File: src/pseudo_random_sequence_gen_mon_pkg.sv
// package for the payload test-sequence generator and monitor
// assumes one system byte clock; register port is a plain strobe port
package pseudo_random_sequence_gen_mon_pkg;

    // ----------------------------------------------------------------
    // register offsets
    // ----------------------------------------------------------------
    localparam logic [3:0] ADDR_CTRL     = 4'h0;
    localparam logic [3:0] ADDR_STATUS   = 4'h1;
    localparam logic [3:0] ADDR_INT_STAT = 4'h2;
    localparam logic [3:0] ADDR_INT_MASK = 4'h3;
    localparam logic [3:0] ADDR_ERR_CNT  = 4'h4;

    // ----------------------------------------------------------------
    // control fields
    // ----------------------------------------------------------------
    localparam int CTRL_GEN_EN     = 0;
    localparam int CTRL_MON_EN     = 1;
    localparam int CTRL_OWN_FRAME  = 2;
    localparam int CTRL_MASTER     = 3;
    localparam int CTRL_SLAVE      = 4;
    localparam int CTRL_RESTART    = 5;
    localparam int CTRL_TYPE_LSB   = 6;
    localparam int CTRL_ERR_CLR    = 8;
    localparam logic [31:0] CTRL_RESET     = 32'h0000_0000;
    localparam logic [31:0] INT_MASK_RESET = 32'h0000_0000;

    // interrupt status bits
    localparam int INT_LOCK_CHG = 0;
    localparam int INT_OOS      = 1;

    // status bits
    localparam int ST_LOCKED  = 0;
    localparam int ST_GEN_OOS = 1;
    localparam int ST_MON_OOS = 2;

    // ----------------------------------------------------------------
    // sequence and lock figures
    // ----------------------------------------------------------------
    localparam int           PSEUDO_RANDOM_SEQUENCE_LEN    = 23;
    localparam int           PSEUDO_RANDOM_SEQUENCE_TAP    = 18;
    localparam logic [22:0]  PSEUDO_RANDOM_SEQUENCE_SEED   = 23'h7F_FFFF;
    localparam int           LOCK_GOOD   = 32;
    localparam int           LOSS_BAD    = 16;
    localparam int           COL_CNT_W   = 8;

    // payload types
    typedef enum logic [1:0]
    {
        PL_STS1,
        PL_STS3C,
        PL_STS12C,
        PL_STS48C
    } payload_t;

    // one byte lane of the add/drop bus with its markers
    typedef struct packed
    {
        logic [7:0] data;
        logic       frame;
        logic       payload;
        logic       poh;
    } bus_byte_t;

endpackage

File: src/pseudo_random_sequence_gen_mon.sv
// payload test-sequence generator and monitor, one quarter of an STS-48c
// assumes add/drop bus bytes synchronous to clk_sys_in, frame aligned
`timescale 1ns/1ns

// Overview of operation
// - generate and separately check an unframed 2^23-1 sequence in payload
// - sequence placed in STS-1, STS-3c, STS-12c or STS-48c payloads
// - skip path overhead and fixed-stuff columns per payload type
// - choose: keep incoming framing, or make framing ourselves
// - STS-48c: master plus three slaves, each making a quarter
// - master broadcasts signature; slave flags out-of-step on mismatch
// - realign only on software restart at the master; slaves never self-align
// - lock after 32 consecutive matching payload bytes
// - count pattern errors only while locked
// - lose lock after 16 consecutive mismatches, then keep reacquiring
// - STS-48c checkers each check a quarter, slaves verify by signature
// - any lock change sets a maskable interrupt
module pseudo_random_sequence_gen_mon
    import pseudo_random_sequence_gen_mon_pkg::*;
#(
    parameter int ERR_W = 16
)
(
    input  wire logic                         clk_sys_in,
    input  wire logic                         rst_b_in,
    input  wire logic [3:0]                   reg_addr_in,
    input  wire logic [31:0]                  reg_wdata_in,
    input  wire logic                         reg_wr_in,
    input  wire logic                         reg_rd_in,
    output logic [31:0]                       reg_rdata_out,
    input  wire pseudo_random_sequence_gen_mon_pkg::bus_byte_t  add_in,
    output pseudo_random_sequence_gen_mon_pkg::bus_byte_t       add_out,
    input  wire pseudo_random_sequence_gen_mon_pkg::bus_byte_t  drop_in,
    input  wire logic [22:0]                  sig_in,
    input  wire logic                         restart_in,
    output logic [22:0]                       sig_out,
    output logic                              restart_out,
    output logic                              irq_out
);
    import pseudo_random_sequence_gen_mon_pkg::*;

    // ----------------------------------------------------------------
    // sequence step
    // ----------------------------------------------------------------
    // advance eight bits; returns new state, byte is the 8 feedback bits shifted in
    function automatic logic [30:0] pseudo_random_sequence_step(input logic [22:0] s);
        logic [22:0] st;
        logic [7:0]  b;
        logic        fb;
        st = s;
        b  = 8'h00;
        for (int i = 0; i < 8; i++)
        begin
            fb    = st[PSEUDO_RANDOM_SEQUENCE_LEN-1] ^ st[PSEUDO_RANDOM_SEQUENCE_TAP-1];
            b     = {b[6:0], fb};
            st    = {st[21:0], fb};
        end
        return {st, b};
    endfunction

    // true where the column carries no sequence data
    function automatic logic col_skip(input payload_t t, input logic [7:0] c);
        logic r;
        r = (c == 8'h01);
        case (t)
            PL_STS1:   r = r | (c == 8'h1E) | (c == 8'h3B);
            PL_STS12C: r = (c >= 8'h01) && (c <= 8'h04);
            PL_STS48C: r = (c >= 8'h01) && (c <= 8'h10);
            default:   r = r;
        endcase
        return r;
    endfunction

    // ----------------------------------------------------------------
    // registers
    // ----------------------------------------------------------------
    logic [31:0]      ctrl_r, ctrl_nxt;
    logic [1:0]       int_stat_r, int_stat_nxt;
    logic [1:0]       int_mask_r, int_mask_nxt;
    logic [31:0]      rdata_r, rdata_nxt;
    logic [ERR_W-1:0] err_r, err_nxt;
    logic [22:0]      gen_r, gen_nxt;
    logic [22:0]      mon_r, mon_nxt;
    logic [7:0]       gcol_r, gcol_nxt;
    logic [7:0]       mcol_r, mcol_nxt;
    logic [5:0]       good_r, good_nxt;
    logic [4:0]       bad_r, bad_nxt;
    logic             locked_r, locked_nxt;
    logic             gen_oos_r, gen_oos_nxt;
    logic             mon_oos_r, mon_oos_nxt;
    bus_byte_t        add_r, add_nxt;
    logic [22:0]      sig_r, sig_nxt;
    logic             rst_r, rst_nxt;
    logic             irq_r, irq_nxt;

    typedef enum logic { HUNT, SYNC } mon_state_t;
    mon_state_t       mst_r, mst_nxt;

    payload_t         ptype;
    logic             gen_en, mon_en, own_frame, is_master, is_slave, restart;
    logic [30:0]      gstep, mstep;
    logic             g_slot, m_slot, match;
    logic [7:0]       gcol_cur, mcol_cur;

    assign ptype     = payload_t'(ctrl_r[CTRL_TYPE_LSB+:2]);
    assign gen_en    = ctrl_r[CTRL_GEN_EN];
    assign mon_en    = ctrl_r[CTRL_MON_EN];
    assign own_frame = ctrl_r[CTRL_OWN_FRAME];
    assign is_master = ctrl_r[CTRL_MASTER];
    assign is_slave  = ctrl_r[CTRL_SLAVE] & ~is_master;
    // a restart is a write of the restart bit in a master, or the master's strobe
    assign restart   = (reg_wr_in && reg_addr_in == ADDR_CTRL && reg_wdata_in[CTRL_RESTART]
                        && is_master)
                       | (is_slave & restart_in);
    assign gstep     = pseudo_random_sequence_step(gen_r);
    assign mstep     = pseudo_random_sequence_step(mon_r);
    // the byte carrying the frame marker is column 1 in that very cycle
    assign gcol_cur  = add_in.frame ? 8'h01 : gcol_r;
    assign mcol_cur  = drop_in.frame ? 8'h01 : mcol_r;

    // ----------------------------------------------------------------
    // generator
    // ----------------------------------------------------------------
    always_comb
    begin
        add_nxt     = add_in;
        gen_nxt     = gen_r;
        gcol_nxt    = gcol_cur;
        gen_oos_nxt = gen_oos_r;
        g_slot      = 1'b0;
        // own framing: every byte is payload and our overhead sits in column 1
        if (add_in.payload | own_frame)
        begin
            g_slot   = gen_en && (own_frame || !add_in.poh)
                       && !col_skip(ptype, gcol_cur);
            gcol_nxt = gcol_cur + 8'h01;
        end
        if (g_slot)
        begin
            add_nxt.data = gstep[7:0];
            add_nxt.payload = 1'b1;
            gen_nxt      = gstep[30:8];
        end
        // the transport frame marker is always kept; it is our column reference
        if (own_frame)
        begin
            add_nxt.payload = 1'b1;
            add_nxt.poh     = (gcol_cur == 8'h01);
        end
        // slaves compare against the master's broadcast, never adopt it
        if (is_slave && gen_en)
            gen_oos_nxt = (sig_in != gen_r);
        if (restart)
        begin
            gen_nxt     = PSEUDO_RANDOM_SEQUENCE_SEED;
            gen_oos_nxt = 1'b0;
        end
    end

    // ----------------------------------------------------------------
    // monitor
    // ----------------------------------------------------------------
    always_comb
    begin
        mon_nxt     = mon_r;
        mcol_nxt    = mcol_cur;
        good_nxt    = good_r;
        bad_nxt     = bad_r;
        mst_nxt     = mst_r;
        err_nxt     = err_r;
        mon_oos_nxt = mon_oos_r;
        m_slot      = 1'b0;
        match       = 1'b0;
        if (drop_in.payload)
        begin
            m_slot   = mon_en && !drop_in.poh && !col_skip(ptype, mcol_cur);
            mcol_nxt = mcol_cur + 8'h01;
        end
        if (m_slot)
        begin
            match = (drop_in.data == mstep[7:0]);
            case (mst_r)
                HUNT:
                begin
                    // self-seed from received bits while hunting
                    mon_nxt  = {mon_r[14:0], drop_in.data};
                    good_nxt = match ? good_r + 6'h01 : 6'h00;
                    if (match && good_r == 6'(LOCK_GOOD - 1))
                    begin
                        mst_nxt  = SYNC;
                        bad_nxt  = 5'h00;
                    end
                end
                SYNC:
                begin
                    mon_nxt = mstep[30:8];
                    bad_nxt = match ? 5'h00 : bad_r + 5'h01;
                    if (!match && err_r != {ERR_W{1'b1}})
                        err_nxt = err_r + 1'b1;
                    if (!match && bad_r == 5'(LOSS_BAD - 1))
                    begin
                        mst_nxt  = HUNT;
                        good_nxt = 6'h00;
                    end
                end
                default: mst_nxt = HUNT;
            endcase
        end
        if (is_slave && mon_en)
            mon_oos_nxt = (mst_r == SYNC) && (sig_in != mon_r);
        if (reg_wr_in && reg_addr_in == ADDR_CTRL && reg_wdata_in[CTRL_ERR_CLR])
            err_nxt = '0;
        if (!mon_en)
        begin
            mst_nxt  = HUNT;
            good_nxt = 6'h00;
        end
    end

    // ----------------------------------------------------------------
    // register port and interrupt
    // ----------------------------------------------------------------
    always_comb
    begin
        ctrl_nxt     = ctrl_r;
        int_mask_nxt = int_mask_r;
        int_stat_nxt = int_stat_r;
        rdata_nxt    = 32'h0000_0000;
        locked_nxt   = (mst_nxt == SYNC);
        // registering the next state keeps the signature level with slaves' own state
        sig_nxt      = is_master ? gen_nxt : 23'h00_0000;
        rst_nxt      = restart & is_master;
        if (reg_wr_in && reg_addr_in == ADDR_CTRL)
            ctrl_nxt = reg_wdata_in & ~(32'h1 << CTRL_RESTART) & ~(32'h1 << CTRL_ERR_CLR);
        if (reg_wr_in && reg_addr_in == ADDR_INT_MASK)
            int_mask_nxt = reg_wdata_in[1:0];
        if (reg_rd_in)
        begin
            case (reg_addr_in)
                ADDR_CTRL:     rdata_nxt = ctrl_r;
                ADDR_STATUS:   rdata_nxt = {29'h0, mon_oos_r, gen_oos_r, locked_r};
                ADDR_INT_STAT: rdata_nxt = {30'h0, int_stat_r};
                ADDR_INT_MASK: rdata_nxt = {30'h0, int_mask_r};
                ADDR_ERR_CNT:  rdata_nxt = 32'(err_r);
                default:       rdata_nxt = 32'h0000_0000;
            endcase
            if (reg_addr_in == ADDR_INT_STAT)
                int_stat_nxt = 2'b00;
        end
        // set wins over the read clear
        if (locked_nxt != locked_r)
            int_stat_nxt[INT_LOCK_CHG] = 1'b1;
        if ((gen_oos_nxt & ~gen_oos_r) | (mon_oos_nxt & ~mon_oos_r))
            int_stat_nxt[INT_OOS] = 1'b1;
        irq_nxt = |(int_stat_nxt & int_mask_r);
    end

    always_ff @(posedge clk_sys_in)
    begin
        if (!rst_b_in)
        begin
            ctrl_r     <= CTRL_RESET;
            int_stat_r <= 2'b00;
            int_mask_r <= INT_MASK_RESET[1:0];
            rdata_r    <= 32'h0000_0000;
            err_r      <= '0;
            gen_r      <= PSEUDO_RANDOM_SEQUENCE_SEED;
            mon_r      <= PSEUDO_RANDOM_SEQUENCE_SEED;
            gcol_r     <= 8'h00;
            mcol_r     <= 8'h00;
            good_r     <= 6'h00;
            bad_r      <= 5'h00;
            locked_r   <= 1'b0;
            gen_oos_r  <= 1'b0;
            mon_oos_r  <= 1'b0;
            add_r      <= '0;
            sig_r      <= 23'h00_0000;
            rst_r      <= 1'b0;
            irq_r      <= 1'b0;
            mst_r      <= HUNT;
        end
        else
        begin
            ctrl_r     <= ctrl_nxt;
            int_stat_r <= int_stat_nxt;
            int_mask_r <= int_mask_nxt;
            rdata_r    <= rdata_nxt;
            err_r      <= err_nxt;
            gen_r      <= gen_nxt;
            mon_r      <= mon_nxt;
            gcol_r     <= gcol_nxt;
            mcol_r     <= mcol_nxt;
            good_r     <= good_nxt;
            bad_r      <= bad_nxt;
            locked_r   <= locked_nxt;
            gen_oos_r  <= gen_oos_nxt;
            mon_oos_r  <= mon_oos_nxt;
            add_r      <= add_nxt;
            sig_r      <= sig_nxt;
            rst_r      <= rst_nxt;
            irq_r      <= irq_nxt;
            mst_r      <= mst_nxt;
        end
    end

    assign reg_rdata_out = rdata_r;
    assign add_out       = add_r;
    assign sig_out       = sig_r;
    assign restart_out   = rst_r;
    assign irq_out       = irq_r;

endmodule

File: config.mk
export PLATFORM = sky130hd
export DESIGN_NAME = pseudo_random_sequence_gen_mon
export DESIGN_NICKNAME = d
export VERILOG_FILES = /design/src/pseudo_random_sequence_gen_mon_pkg.sv /design/src/pseudo_random_sequence_gen_mon.sv
export SDC_FILE = /design/constraint.sdc
export NUM_CORES = 1
export LEC_CHECK = 0
export BUFFER_PORTS_ARGS = -buffer_cell sky130_fd_sc_hd__buf_4
export CORE_AREA = 4 4 136 138
export CTS_BUF_LIST = sky130_fd_sc_hd__clkbuf_8
export CTS_CLUSTER_DIAMETER = 200
export CTS_CLUSTER_SIZE = 30
export DETAILED_ROUTE_END_ITERATION = 8
export DIE_AREA = 0 0 140 142
export PLACE_DENSITY_LB_ADDON = 0.12
export SYNTH_ARGS = -nofsm -noshare
export SYNTH_HDL_FRONTEND = slang
export SYNTH_SLANG_ARGS = --single-unit
export TNS_END_PERCENT = 100
File: constraint.sdc
create_clock -name clk_sys_in -period 4.5 [get_ports clk_sys_in]
set_input_delay 0 -clock clk_sys_in [delete_from_list [all_inputs] [get_ports clk_sys_in]]
set_output_delay 0 -clock clk_sys_in [all_outputs]
set_load 0.005 [all_outputs]
==> metrics.md <==
| Metric | Value |
|---|---|
| Initial Utilization | 49.4% |
| Async SR Flop Fraction | 0% |
| Max-slew violations | 0 |
| Final period util | 72.4% |
| Post-Syn Area | 8480 sq um |
| Data required time of the critical path | 4860 ps |
| Vias per inst | 5.30 |
| Critical path cell sequence | nor2_1 > inv_1 > ha_1 > and3b_1 > o211ai_1 > a21oi_1 > or3_1 > nand2_1 > nand3_1 > dlygate4sd3_1 |
| Clock sink count | 194 |
| Ports | 154 |
| Drt drc | 0 |
| Library cells used by synthesis | 57 |
| Warnings from Yosys | 0 |
| Buffers on Ports | 153 |
| Final net count | 1249 |
| Vias in the first global route | 7012 |
| Clk_lat worst skew | 460 ps |
| Placeable Area | 17200 sq um |
| Crit path largest cell delay | 780 ps |
| Power per cell area | 283 nW/um^2 |
| H-tree depth | 4 |
| Final setup slack of the worst path | 1240 ps |
| Final Setup Violations | 0 |
| Critical-path top delay cell | or3_1 |
| GPL Wtd Cong | 0.892 |
| CP max FO | 29 |
| TNS Setup | 0 ps |
| Clk_skew | 12.0 ps |
| Post-synth EDFFs | 0 |
| Postcts setup bufs | 0 |
| Post-CTS sizing | 0 |
| RSZ-0062 raised after global routing | no |
| Global routing's busiest layer | met2 |
| Min-Delay Path Class | in2reg |
| TritonCTS clock tree | yes |
| CP startpoint kind | flip-flop |
| Leakage | 4.57 nW |
| Die area | 19900 sq um |
| Iter 0 DRT Violations | 567 |
| WL/cell | 16.1 um |
| DRT Pass-1 Iters | 5 |
| Initial antenna violation count | 0 |
| Rel. slew slack | 17.5% |
| Total track usage | 22.5% |
| Met3 global-route usage | 4.23% |
| Clock buffer depth | 2 |
| Root buf cell | clkbuf_8 |
| Dpl ws | 1320 ps |
| Kind of end point of the critical path | flip-flop |
| Slew @ Worst Pin | 1230 ps |
| Peak VDD IR | 177 uV |
| WP data arrival | 3610 ps |
| Mapped Cells | 961 |
| Met2 Use GR | 36.4% |
| Fmax | 307 MHz |
| Die height | 142 um |
| Antenna-violating nets left | 0 |
| Status | finished, final reports clean |
| Max cap viols | 0 |
| Clock slew at reported path FFs | 100 ps |
| Mapped Nets | 1060 |
| Routed WL | 22400 um |
| Total number of vias | 7356 |
| # rows | 48 |
| Clock buffer count from CTS | 17 |
| Total grt overflow | 0 |
| Met1 Resource Use GR | 30.7% |
| Post-layout min period | 3260 ps |
| Share of layout cells above drive strength 1 | 18.0% |
| Worst Path Class, Setup | reg2reg |
| Seq/Total Area, Yosys | 45.8% |
| Global-route wire length before repair | 36300 um |
| Largest net degree at the start of global routing | 49 |
| Yosys reg bits | 194 |
| Top_reg_cell synth | dfxtp_1 |
| Synth-to-Final Area Change | 27.7% |
| Final Hold Viols | 0 |
| Die X | 140 um |
| DP Wirelength | 15500 um |
| Syn Area/Cell | 8.82 sq um |
worst max-delay path: cells and delay by family, from the launching register on:
kind / cells / cell delay, ps
compound gates: 2 / 310
fa+ha+maj: 1 / 230
buf+inv: 2 / 740
flops: 1 / 330
simple gates: 5 / 1530
power by group:
group / internal [W] / leakage, nW / total (W) / switching [W]
registers: 0.00173 / 1.57 / 0.00174 / 0.00000815
clock network: 0.000410 / 0.188 / 0.00108 / 0.000673
logic: 0.000128 / 2.82 / 0.000240 / 0.000112
final timing paths:
| check | startpoint | end | slack [ps] | depth (start not counted) |
|---|---|---|---|---|
| setup reg to reg | mcol_r[0]$_SDFF_PN0_ | mon_r[7]$_SDFFE_PN1P_ | 1240 | 10 |
| hold reg to reg | ctrl_r[29]$_SDFFE_PN0P_ | ctrl_r[29]$_SDFFE_PN0P_ | 450 | 2 |
| hold / removal | reg_addr_in[1] | int_mask_r[1]$_SDFFE_PN0P_ | 30 | 4 |
| setup / recovery | mcol_r[0]$_SDFF_PN0_ | mon_r[7]$_SDFFE_PN1P_ | 1240 | 10 |
cell type report:
cell class	count	area (sq um)
antenna	1	2.50
clock buffer	17	234
multi-input combinational	689	4320
sequential	194	3880
clock inverter	15	143
fill	1484	6350
inverter	18	67.6
timing repair buffer	230	1900
tap	225	282
metal layers:
metal  vias up  routed length [um]
met2       174               10500
met4         0                 423
met3        30                 963
met5         -                   0
met1      3453               10500
li1       3699                   -
cell usage after synthesis, drive strengths merged (2+ instances only):
cell | count | share of area [%]
a211o | 4 | 0.41
a21o | 3 | 0.27
a21oi | 88 | 5.2
a222oi | 2 | 0.24
a22oi | 11 | 0.97
a31oi | 2 | 0.15
a41o | 2 | 0.24
and2 | 6 | 0.44
and3 | 28 | 2.1
and3b | 3 | 0.31
buf | 13 | 0.78
clkbuf | 47 | 2.1
dfxtp | 194 | 46
ha | 13 | 1.9
inv | 18 | 0.80
mux2 | 4 | 0.53
mux2i | 30 | 3.5
nand2 | 156 | 6.9
nand2b | 6 | 0.44
nand3 | 43 | 2.5
nand3b | 8 | 0.71
nand4 | 10 | 0.89
nand4b | 2 | 0.21
nor2 | 60 | 2.7
nor2b | 12 | 0.89
nor3 | 5 | 0.35
nor4 | 20 | 1.5
nor4b | 2 | 0.21
o211ai | 11 | 0.97
o21a | 2 | 0.18
o21ai | 25 | 1.5
o21bai | 2 | 0.18
o2bb2ai | 3 | 0.31
o31ai | 10 | 0.89
or2 | 3 | 0.22
or3 | 3 | 0.22
or4 | 13 | 1.2
xnor2 | 22 | 2.3
xnor3 | 8 | 2.1
xor2 | 55 | 5.7
registers in the layout, summed over array words and instances, names as in the netlist:
name	cells
add_out	11
bad_r	5
ctrl_r	30
err_r	16
gcol_r	8
gen_oos_r	1
gen_r	23
good_r	6
int_mask_r	2
int_stat_r	2
irq_out	1
mcol_r	8
mon_oos_r	1
mon_r	23
mst_r	1
reg_rdata_out	32
restart_out	1
sig_out	23
cells by family after synthesis:
family,share of synthesized area (%)
DFF,45.8
and+or+nand+nor,21.8
adders and majority gates,1.92
xor gates and xnor gates,10.1
AOI/OAI and AO/OA,12.7
buffers and inverters,3.66
muxes,4.07
metrics by stage:
stage,utilization (%),hold slack [ps],instances,power (W),area [sq um]
2_1_floorplan,-,114,961,0.00187,8480
4_1_cts,63.0,4.95,1388,0.00309,10800
3_5_place_dp,56.8,244,1287,0.00198,9760
5_1_grt,63.0,31.7,1388,0.00319,10800
3_3_place_gp,56.8,240,1287,0.00197,9760
6_report,63.0,34.6,1389,0.00306,10800
placed cells by master, fill, tap and decap left out, types with 4 or more instances in the layout:
cell / n
a211o_1: 4
a21oi_1: 88
a22oi_1: 11
and2_1: 6
and3_1: 28
buf_4: 161
clkbuf_8: 17
dfxtp_1: 194
dlygate4sd3_1: 69
ha_1: 13
inv_1: 18
inv_6: 4
inv_8: 4
mux2_2: 4
mux2i_1: 30
nand2_1: 156
nand2b_1: 6
nand3_1: 43
nand3b_1: 8
nand4_1: 8
nor2_1: 60
nor2b_1: 12
nor3_1: 4
nor4_1: 19
o211ai_1: 11
o21ai_0: 24
o31ai_1: 10
or4_1: 13
xnor2_1: 22
xnor3_1: 8
xor2_1: 55
repair_timing:
action / in CTS / in global routing
hold buffers: 69 / 0
setup endpoints to repair: 0 / 0
endpoints found under the hold margin: 95 / 0
Note: power is estimated with default switching activity, not from simulation.
